[src/core/can_pwr_pkg.sv]
// constants for the can power, bring-up and interrupt control block
package can_pwr_pkg;
	localparam int RECESSIVE_RUN = 11;
	localparam int WARN_LIMIT = 96;
	localparam int INTERMISSION_WATCH = 2;
	localparam int NUM_MAILBOX = 16;
	localparam int TIMER_WIDTH = 16;
	localparam int ERR_WIDTH = 9;
	// status bit positions above the mailbox bits
	localparam int SR_ERRA = 16;
	localparam int SR_WARN = 17;
	localparam int SR_ERRP = 18;
	localparam int SR_BOFF = 19;
	localparam int SR_SLEEP = 20;
	localparam int SR_WAKEUP = 21;
	localparam int SR_TOVF = 22;
	localparam int SR_TSTP = 23;
	localparam int SR_WIDTH = 24;
	localparam logic [23:0] MASK_RESET = 24'h000000;
	localparam logic [3:0] RUN_RESET = 4'h0;
	typedef enum logic [1:0] {
		PWR_OFF,
		PWR_SYNC,
		PWR_RUN,
		PWR_DRAIN
	} pwr_state_t;
endpackage

[src/core/can_power_init_irq_control.sv]
// power, bring-up, overload and interrupt control of a can controller
//
// Contract
// - dominant in first two intermission bits starts a reactive overload frame.
// - receiver dominant at last EOF or delimiter bit starts reactive overload.
// - with overload_request_enable, request overload after every delivered message.
// - reactive overload always; flagged like an error, counters unchanged.
// - in low power no transmit, no receive, mailboxes inactive.
// - sleep and wake flags exclusive; both zero after reset until an event.
// - after reset low power off; wake set after 11 recessive bits.
// - low_power_request waits for pending transmits, then sleeps and sets sleep.
// - reception off while sleep flag set; allowed before entry.
// - error counters disabled while sleep flag is one.
// - leaving low power resynchronises on eleven recessive bits, sets wake.
// - idle bus: transmit possible eleven bit times after request cleared.
// - busy bus: synchronise at next interframe, drop message in progress.
// - enable resets protocol engine, counters and error flags, then syncs.
// - autobaud listening freezes error counters while receiving.
// - enable/disable writes unmask/mask; mask readable; all masked at reset.
// - per-mailbox sources for new receive, sent, aborted.
// - sources for bus-off, passive, active, warning, wake, sleep.
// - frame start/end copies timer to timestamp; rollover raises overflow.
// - overflow and timestamp clear on status read; others follow condition.
// - warning while error active and a counter exceeds 96.
`timescale 1ns/100ps
`default_nettype none
module can_power_init_irq_control
	import can_pwr_pkg::*;
#(
	parameter int MB = NUM_MAILBOX,
	parameter int TW = TIMER_WIDTH
)(
	// clock and reset
	input wire logic sys_clk,
	input wire logic rst,
	// mode register bits
	input wire logic controller_enable,
	input wire logic low_power_request,
	input wire logic overload_request_enable,
	input wire logic autobaud_listen,
	// mask writes and status read
	input wire logic [SR_WIDTH-1:0] interrupt_enable_register,
	input wire logic [SR_WIDTH-1:0] interrupt_disable_register,
	input wire logic status_read,
	// protocol engine events, one per bit time unless stated
	input wire logic bit_tick,
	input wire logic bus_rx,
	input wire logic in_intermission,
	input wire logic [1:0] intermission_bit,
	input wire logic last_eof_bit,
	input wire logic last_delim_bit,
	input wire logic is_receiver,
	input wire logic frame_in_progress,
	input wire logic frame_edge,
	input wire logic message_delivered,
	input wire logic tx_pending,
	// fault confinement and mailbox sources
	input wire logic [ERR_WIDTH-1:0] tx_err_count,
	input wire logic [ERR_WIDTH-1:0] rx_err_count,
	input wire logic bus_off,
	input wire logic error_passive,
	input wire logic [MB-1:0] mailbox_ready,
	input wire logic [MB-1:0] mailbox_aborted,
	// control towards the protocol engine
	output logic overload_start,
	output logic overload_reactive,
	output logic protocol_reset,
	output logic tx_allowed,
	output logic rx_allowed,
	output logic mailboxes_active,
	output logic error_count_enable,
	output logic discard_frame,
	// status, masks and interrupt
	output logic [SR_WIDTH-1:0] status_register,
	output logic [SR_WIDTH-1:0] interrupt_mask_register,
	output logic [TW-1:0] timestamp_register,
	output logic irq
);
	pwr_state_t state;
	logic [3:0] recessive_run;
	logic enable_q;
	logic sleep_flag;
	logic wake_flag;
	logic tovf_flag;
	logic tstp_flag;
	logic [TW-1:0] timer;
	logic [SR_WIDTH-1:0] sources;
	logic sync_done;
	logic warn;
	logic enable_rise;

	assign enable_rise = controller_enable & ~enable_q;
	assign sync_done = bit_tick && bus_rx &&
		recessive_run == 4'(RECESSIVE_RUN - 1);

	always_ff @(posedge sys_clk)
	begin
		if (rst)
			enable_q <= 1'b0;
		else
			enable_q <= controller_enable;
	end

	// counts recessive bits; a dominant bit restarts the run
	// held at zero while the request stands: a run that saturated
	// during sleep would otherwise never meet the compare value,
	// and the resync must count only bits seen after the clear
	always_ff @(posedge sys_clk)
	begin
		if (rst || state != PWR_SYNC || low_power_request)
			recessive_run <= RUN_RESET;
		else if (bit_tick)
		begin
			if (!bus_rx)
				recessive_run <= RUN_RESET;
			else if (recessive_run != 4'(RECESSIVE_RUN))
				recessive_run <= recessive_run + 4'h1;
		end
	end

	always_ff @(posedge sys_clk)
	begin
		if (rst)
			state <= PWR_OFF;
		else if (!controller_enable)
			state <= PWR_OFF;
		else if (enable_rise)
			state <= PWR_SYNC;
		else
		begin
			case (state)
				PWR_OFF:
					state <= PWR_SYNC;
				PWR_SYNC:
					if (sync_done && !low_power_request)
						state <= PWR_RUN;
				PWR_RUN:
					if (low_power_request)
						state <= PWR_DRAIN;
				PWR_DRAIN:
					if (!low_power_request)
						state <= PWR_RUN;
					else if (!tx_pending && !frame_in_progress)
						state <= PWR_OFF;
				default:
					state <= PWR_OFF;
			endcase
		end
	end

	// sleep entry is drain finished; request cleared from sleep resyncs
	always_ff @(posedge sys_clk)
	begin
		if (rst || enable_rise)
		begin
			sleep_flag <= 1'b0;
			wake_flag <= 1'b0;
		end
		else if (state == PWR_DRAIN && low_power_request &&
			!tx_pending && !frame_in_progress)
		begin
			sleep_flag <= 1'b1;
			wake_flag <= 1'b0;
		end
		else if (state == PWR_SYNC && sync_done && !low_power_request)
		begin
			wake_flag <= 1'b1;
			sleep_flag <= 1'b0;
		end
	end

	// a sleeping controller sits in sync until the request drops
	always_ff @(posedge sys_clk)
	begin
		if (rst)
			discard_frame <= 1'b0;
		else
			discard_frame <= sleep_flag && !low_power_request &&
				frame_in_progress;
	end

	assign protocol_reset = enable_rise;
	// drain keeps transmit open, else pending frames could never leave
	assign tx_allowed = (state == PWR_RUN || state == PWR_DRAIN) &&
		!autobaud_listen && !sleep_flag;
	assign rx_allowed = (state == PWR_RUN || state == PWR_DRAIN) &&
		!sleep_flag;
	assign mailboxes_active = !sleep_flag && state != PWR_OFF;
	assign error_count_enable = !sleep_flag && !autobaud_listen &&
		state != PWR_OFF;

	// overload frames: reactive ones ignore the enable bit
	always_ff @(posedge sys_clk)
	begin
		if (rst || enable_rise)
		begin
			overload_start <= 1'b0;
			overload_reactive <= 1'b0;
		end
		else
		begin
			overload_start <= 1'b0;
			overload_reactive <= 1'b0;
			if (bit_tick && !bus_rx && rx_allowed &&
				((in_intermission &&
				intermission_bit < 2'(INTERMISSION_WATCH)) ||
				(last_eof_bit && is_receiver) || last_delim_bit))
			begin
				overload_start <= 1'b1;
				overload_reactive <= 1'b1;
			end
			else if (message_delivered && overload_request_enable &&
				rx_allowed)
				overload_start <= 1'b1;
		end
	end

	assign warn = !bus_off && !error_passive &&
		(tx_err_count > ERR_WIDTH'(WARN_LIMIT) ||
		rx_err_count > ERR_WIDTH'(WARN_LIMIT));

	always_ff @(posedge sys_clk)
	begin
		if (rst)
			timer <= '0;
		else if (state != PWR_OFF)
			timer <= timer + TW'(1);
	end

	always_ff @(posedge sys_clk)
	begin
		if (rst)
			timestamp_register <= '0;
		else if (frame_edge)
			timestamp_register <= timer;
	end

	// a new event wins over the read that would clear it
	always_ff @(posedge sys_clk)
	begin
		if (rst)
		begin
			tovf_flag <= 1'b0;
			tstp_flag <= 1'b0;
		end
		else
		begin
			if (state != PWR_OFF && timer == '1)
				tovf_flag <= 1'b1;
			else if (status_read)
				tovf_flag <= 1'b0;
			if (frame_edge)
				tstp_flag <= 1'b1;
			else if (status_read)
				tstp_flag <= 1'b0;
		end
	end

	always_comb
	begin
		sources = '0;
		sources[MB-1:0] = mailbox_ready | mailbox_aborted;
		sources[SR_ERRA] = !bus_off && !error_passive;
		sources[SR_WARN] = warn;
		sources[SR_ERRP] = error_passive && !bus_off;
		sources[SR_BOFF] = bus_off;
		sources[SR_SLEEP] = sleep_flag;
		sources[SR_WAKEUP] = wake_flag;
		sources[SR_TOVF] = tovf_flag;
		sources[SR_TSTP] = tstp_flag;
	end

	always_ff @(posedge sys_clk)
	begin
		if (rst)
			status_register <= '0;
		else
			status_register <= sources;
	end

	// disable wins when both writes hit the same bit
	always_ff @(posedge sys_clk)
	begin
		if (rst)
			interrupt_mask_register <= MASK_RESET;
		else
			interrupt_mask_register <= (interrupt_mask_register |
				interrupt_enable_register) &
				~interrupt_disable_register;
	end

	always_ff @(posedge sys_clk)
	begin
		if (rst)
			irq <= 1'b0;
		else
			irq <= |(sources & interrupt_mask_register);
	end
endmodule
`default_nettype wire

[config.mk]
export PLATFORM = sky130hd
export DESIGN_NAME = can_power_init_irq_control
export DESIGN_NICKNAME = d
export VERILOG_FILES = /design/src/core/can_pwr_pkg.sv /design/src/core/can_power_init_irq_control.sv
export SDC_FILE = /design/constraint.sdc
export NUM_CORES = 1
export LEC_CHECK = 0
export BUFFER_PORTS_ARGS = -buffer_cell sky130_fd_sc_hd__clkbuf_2
export CORE_MARGIN = 4
export CORE_UTILIZATION = 25
export CTS_BUF_LIST = sky130_fd_sc_hd__clkbuf_8
export CTS_CLUSTER_SIZE = 8
export DETAILED_ROUTE_END_ITERATION = 8
export GPL_TIMING_DRIVEN = 0
export HOLD_SLACK_MARGIN = 0.08
export SYNTH_ARGS = -nofsm -noshare
export SYNTH_HDL_FRONTEND = slang
export SYNTH_SLANG_ARGS = --single-unit
export TNS_END_PERCENT = 1
[constraint.sdc]
create_clock -name sys_clk -period 2.1 [get_ports sys_clk]
set_input_delay 0.315 -clock sys_clk [delete_from_list [all_inputs] [get_ports sys_clk]]
set_output_delay 0.315 -clock sys_clk [all_outputs]
set_load 0.005 [all_outputs]
==> results.json, run 1 <==
{
  "grt_pass1_vias": 3598,
  "async_flop_share": 0,
  "die_h_um": 127,
  "endpoint_kind": "output pin",
  "syn-num-nets": 509,
  "crit_fanout": 10,
  "setup_viol": 0,
  "fin_crit_sh": 0.846,
  "drc": 0,
  "maxCapViolCount": 0,
  "wirelength_um": 11100,
  "via_count": 3568,
  "tightest_slew_ns": 0.624,
  "fp-row-count": 43,
  "start_kind": "register",
  "synth_top_area_frac": 0.540,
  "status": "complete, no violations",
  "slew_viol_final": 0,
  "slew_headroom": 0.584,
  "synth_seq_area_share": 0.540,
  "antenna_found_initial": 0,
  "hold_class": "input pin to register",
  "synth.most_common_cell": "nor2_1",
  "power_density_mw_per_mm2": 704,
  "clock-root-buffer": "clkbuf_8",
  "syn_area_mm2": 0.00352,
  "crit_type": "register to output pin",
  "ys_seq_elements": 95,
  "yosysWarnings": 0,
  "ioPinCount": 192,
  "synth_cell_type_count": 47,
  "max_freq_ghz": 0.563,
  "hold_viol_final": 0,
  "drt_iter0_markers": 186,
  "critPathRequiredTime_ns": 1.78,
  "gp_congestion": 0.932,
  "dpl.hpwl_um": 8850,
  "htree_levels": 3,
  "dr.pass1.iters": 4,
  "grt_pass1_wl_um": 17600,
  "synthTopCellsByCount": "102 x nor2_1, 95 x dfxtp_1, 31 x nor3_1",
  "clk_latency_ns": 0.37,
  "grt_max_degree": 16,
  "core-area_mm2": 0.0138,
  "dieArea_mm2": 0.0160,
  "rsz0062_at_grt": "false",
  "synth_edf_count": 0,
  "synth_area_leaders": "dfxtp_1 54%, nor2_1 11%, mux2i_1 5.1%, nor3_1 4.4%, o21ai_0 3.1%",
  "synthCells": 387,
  "post_drt_wl_per_cell_um": 14.0,
  "avgSynthCellArea_um2": 9.10,
  "cts_setup_buffers": 0,
  "cts_buffer_depth": 2,
  "holdBufCountCts": 19,
  "detail-route-antenna-nets": 0,
  "viasPerCell": 4.51,
  "layout-drive-gt1-share": 0.352,
  "start_util": 0.255,
  "postCtsResizedCells": 0,
  "fin_nets": 728,
  "p_leak_nw": 2.37,
  "layout_min_cycle_time_ns": 1.78,
  "grt_use_total": 0.139,
  "area_growth_pct": 45.2,
  "die_w_um": 127,
  "path_clk_slew_ns": 0.09,
  "yosysTopAreaCell": "dfxtp_1",
  "overflow": 0,
  "cts_tree": "yes",
  "ir_drop_mv": 0.338,
  "arrival_ns": 1.46,
  "cts.sink_count": 95,
  "skew_ns": 0.0125,
  "setup-tns-final_ns": 0,
  "cts_buffers": 9,
  "finalPower_mw": 3.60,
  "synth-main-ff-cell": "dfxtp_1",
  "portBuffers": 189
}
-- report_power, final --
part | internal (mW) | total, mW | switching [mW]
Combinational | 0.193 | 0.370 | 0.177
Sequential | 1.86 | 1.89 | 0.0341
Clock | 0.688 | 1.34 | 0.648
-- stage by stage --
stage	hold slack [ns]	util	setup WS [ns]	area, um^2	std cells
2_1_floorplan	0.391	-	0.586	3520	387
3_3_place_gp	0.473	0.339	0.278	4690	756
3_5_place_dp	0.480	0.339	0.271	4690	756
4_1_cts	0.0802	0.369	0.306	5110	791
5_1_grt	0.0895	0.369	0.206	5110	791
6_report	0.108	0.370	0.324	5110	792
-- worst paths after layout --
check                                startpoint                          to  slack, ns  depth (start not counted)
hold / removal    interrupt_disable_register[2]  interrupt_mask_register[2]       0.11                          2
setup / recovery                       state[1]                  tx_allowed       0.32                          4
hold reg to reg                        enable_q                    state[1]       0.49                          2
setup reg to reg                       timer[3]                   timer[14]       0.42                          4
-- area by class of cell --
type                            instances  area (um^2)
Buffer                                 13         52.6
Clock inverter                          3         47.5
Fill cell                            1370         8720
Multi-Input combinational cell        271         1540
Sequential cell                        95         1900
Tap cell                              180          225
Timing Repair Buffer                  208         1140
Antenna cell                            1         2.50
Clock buffer                           13          179
Inverter                                8         30.0
-- layer usage --
layer | routed length [um] | vias to the layer above | global-route usage
met1 | 4580 | 1662 | 0.165
met4 | 275 | 0 | 0.0669
met2 | 5560 | 120 | 0.234
li1 | - | 1764 | -
met3 | 683 | 22 | 0.0341
met5 | 0 | - | 0
-- sequential cells by signal, indices dropped and copies added (netlist names) --
name                     count
recessive_run                4
tovf_flag                    1
state                        2
status_register             24
sleep_flag                   1
overload_start               1
wake_flag                    1
irq                          1
tstp_flag                    1
timer                       16
interrupt_mask_register     24
timestamp_register          16
discard_frame                1
enable_q                     1
overload_reactive            1
-- layout by cell type, fill, tap and decap left out, types with 3 or more instances in the layout --
master / count
a21oi_1: 7
buf_1: 4
clkbuf_1: 6
clkbuf_2: 190
clkbuf_8: 13
dfxtp_1: 95
dlygate4sd3_1: 19
ha_1: 3
inv_1: 8
mux2i_1: 18
nand2_1: 9
nand3_1: 10
nand3b_1: 3
nand4_1: 5
nor2_1: 102
nor2b_1: 12
nor3_1: 31
o21ai_0: 22
or3_1: 7
xnor2_1: 7
xor2_1: 4
-- kinds of logic (layout without fill, tap and decap cells) --
group / Yosys count / in the layout / synth area share
AND/OR/NAND/NOR: 190 / 190 / 0.253
flip-flops: 95 / 95 / 0.540
AO/OA/AOI/OAI: 46 / 46 / 0.0832
multiplexers: 21 / 21 / 0.0618
buffers and inverters: 21 / 245 / 0.0235
XOR/XNOR: 11 / 11 / 0.0274
adder cells (fa/ha/maj): 3 / 3 / 0.0107
other: 0 / 1 / 0
-- worst max-delay path, stage by stage, from the launching register on --
cell and delay, ns:
dfxtp_1 0.35, buf_2 0.21, nor2b_1 0.25, nor2b_1 0.17
clkbuf_2 0.13
No activity file was read; power rests on OpenSTA's default activity.
==> inputs of run 2 (changes only) <==
==> constraint.sdc (replaced) <==
create_clock -name sys_clk -period 1.44 [get_ports sys_clk]
set_input_delay 0.216 -clock sys_clk [delete_from_list [all_inputs] [get_ports sys_clk]]
set_output_delay 0.216 -clock sys_clk [all_outputs]
set_load 0.005 [all_outputs]
==> run 2 against run 1 <==
The run now ends with negative setup slack left. Die area stayed put. Worst hold slack barely moved. Final cell count increased by 7.4%. Design area increased by 12%. Setup slack got worse by 0.44 ns. Via count increased by 7.1%. Count of clock-buffer cells in the layout decreased by 4. Sequential cell count unchanged. First-iteration DRC count down 24%. Sequential share of layout area decreased by 3.7 points. Critical path depth did not move. Non-clock buffer count grew 60. Critical path type is now register to register. Largest power group unchanged.
==> results.json, run 2 (same netlist as run 1, synthesis figures left out) <==
{
  "status": "finished, violations left",
  "violations": "negative setup slack",
  "finalInstanceArea_mm2": 0.00574,
  "postLayoutCoreUtil": 0.415,
  "crit_start": "timer[7]",
  "max_freq_ghz": 0.642,
  "grt_use_total": 0.155,
  "p_int_mw": 3.70,
  "core-area_mm2": 0.0138,
  "viasPerCell": 4.49,
  "grt_pass1_wl_um": 19500,
  "place_ws_ns": -0.423,
  "maxCapViolCount": 0,
  "crit_cells": 4,
  "dieArea_mm2": 0.0160,
  "wirelength_um": 12500,
  "htree_levels": 3,
  "layout_commonest_cell": "clkbuf_2",
  "finalPower_mw": 5.01,
  "portBuffers": 189,
  "path_cells": "nand4_1 -> nor4_4 -> nand3_1 -> mux2_4",
  "critPathRequiredTime_ns": 1.72,
  "cp-endpoint": "timer[14]",
  "r2r_cells": 4,
  "critical-path-top-delay-family": "simple AND/OR/NAND/NOR gates",
  "layout_min_cycle_time_ns": 1.56,
  "die_h_um": 127,
  "start_kind": "register",
  "cts.sink_count": 95,
  "detail-route-antenna-nets": 0,
  "ioPinCount": 192,
  "via_count": 3820,
  "hold_class": "input pin to register",
  "overflow": 0,
  "clk_latency_ns": 0.38,
  "slew_viol_final": 0,
  "fin_hold_ws_ns": 0.108,
  "layout-drive-gt1-share": 0.356,
  "r2r_end": "timer[14]",
  "area_growth_pct": 63.0,
  "clkPwrFrac": 0.314,
  "reg_top3": "interrupt_mask_register x24, status_register x24",
  "die_w_um": 127,
  "post_drt_wl_per_cell_um": 14.7,
  "skew_ns": 0.00924,
  "clock-root-buffer": "clkbuf_8",
  "cts_tree": "yes",
  "drt_iter0_markers": 142,
  "reg2reg_from": "timer[7]",
  "crit_fanout": 5,
  "final_cell_mix": "190 x clkbuf_2, 101 x nor2_1, 86 x dfxtp_1, 73 x dlygate4sd3_1, 28 x nor3_1",
  "cpMaxStageDelayCell": "dfxtp_4",
  "gp_congestion": 0.887,
  "hold_viol_final": 0,
  "cts_buffer_depth": 2,
  "fp-row-count": 43,
  "crit_buf_inv": 0,
  "rsz0062_at_grt": "true",
  "swShare": 0.261,
  "path_clk_slew_ns": 0.09,
  "slew_headroom": 0.573,
  "power.share.combinational": 0.136,
  "grt_pass1_vias": 4003,
  "dpl.hpwl_um": 8720,
  "cts_buffers": 9,
  "seq_power_share": 0.550,
  "antenna_found_initial": 0,
  "ir_drop_mv": 0.389,
  "p_switching_mw": 1.31,
  "antenna_cells": 0,
  "layout_setup_ws_ns": -0.118,
  "dr.pass1.iters": 4,
  "fin_nets": 788,
  "rrSetupSlack_ns": -0.12,
  "slowest_delay_ns": 0.39,
  "fin_crit_sh": 1.08,
  "endpoint_kind": "register",
  "placed_area_mm2": 0.00471,
  "power_density_mw_per_mm2": 873,
  "drc": 0,
  "tightest_slew_ns": 0.640,
  "setup_viol": 3,
  "p_leak_nw": 2.66,
  "start_util": 0.255,
  "arrival_ns": 1.83,
  "grt_max_degree": 16,
  "crit_type": "register to register"
}
## run 2: changes by cell type in the layout (fill, tap and decap cells not counted), sizes merged
| cell | previous run | this run |
|---|---|---|
| clkbuf | 209 | 204 |
| clkinv | 1 | 6 |
| buf | 6 | 13 |
| diode | 1 | 0 |
| bufinv | 1 | 0 |
| dlygate4sd3 | 19 | 73 |
## run 2: tightest hold or removal path: stages
cell and delay [ns]:
clkbuf_2 0.07, nor2_1 0.04, nor3_1 0.11
## run 2: layout make-up
cell class,instances,area [um^2]
clock buffer,9,124
tap,180,225
sequential,95,1920
buffer,13,71.3
timing repair buffer,268,1730
inverter,8,30.0
multi-input combinational,271,1600
fill,1360,8090
clock inverter,7,41.3
## run 2: power groups by stage
stage | sequential (mW) | clock, mW | combinational (mW)
finish | 2.76 | 1.57 | 0.683
global route | 2.77 | 1.73 | 0.750
CTS | 2.76 | 1.64 | 0.662
detailed placement | 2.82 | 0 | 0.505
global placement | 2.82 | 0 | 0.499
floorplan | 2.82 | 0 | 0.174
## run 2: what timing repair did
action,CTS,global route
setup endpoints to repair,12,22
setup buffers,1,5
resized for setup,10,23
hold buffers,73,0
pin swaps,1,3
hold endpoints to repair,43,0
## run 2: metal layers
layer  vias up  track usage  part of all wire
met2       159        0.262              0.50
met4         0       0.0858             0.032
li1       1891            -                 -
met3        33       0.0392             0.063
met5         -            0                 0
met1      1737        0.179              0.41
## run 2: worst min-delay path by stage
| stage | startpoint | depth (start not counted) | to | slack (ns) |
|---|---|---|---|---|
| floorplan | bus_off | 1 | status_register[18] | 0.29 |
| global placement | interrupt_disable_register[15] | 2 | interrupt_mask_register[15] | 0.38 |
| detailed placement | interrupt_disable_register[9] | 2 | interrupt_mask_register[9] | 0.38 |
| CTS | interrupt_enable_register[14] | 3 | interrupt_mask_register[14] | 0.08 |
| global route | interrupt_enable_register[22] | 3 | interrupt_mask_register[22] | 0.09 |
| finish | interrupt_enable_register[6] | 3 | interrupt_mask_register[6] | 0.11 |
## run 2: stage by stage
stage,std cells,TNS [ns]
2_1_floorplan,387,0
3_3_place_gp,756,-20.92
3_5_place_dp,756,-22.03
4_1_cts,846,-0.270
5_1_grt,851,-0.532
6_report,851,-0.182
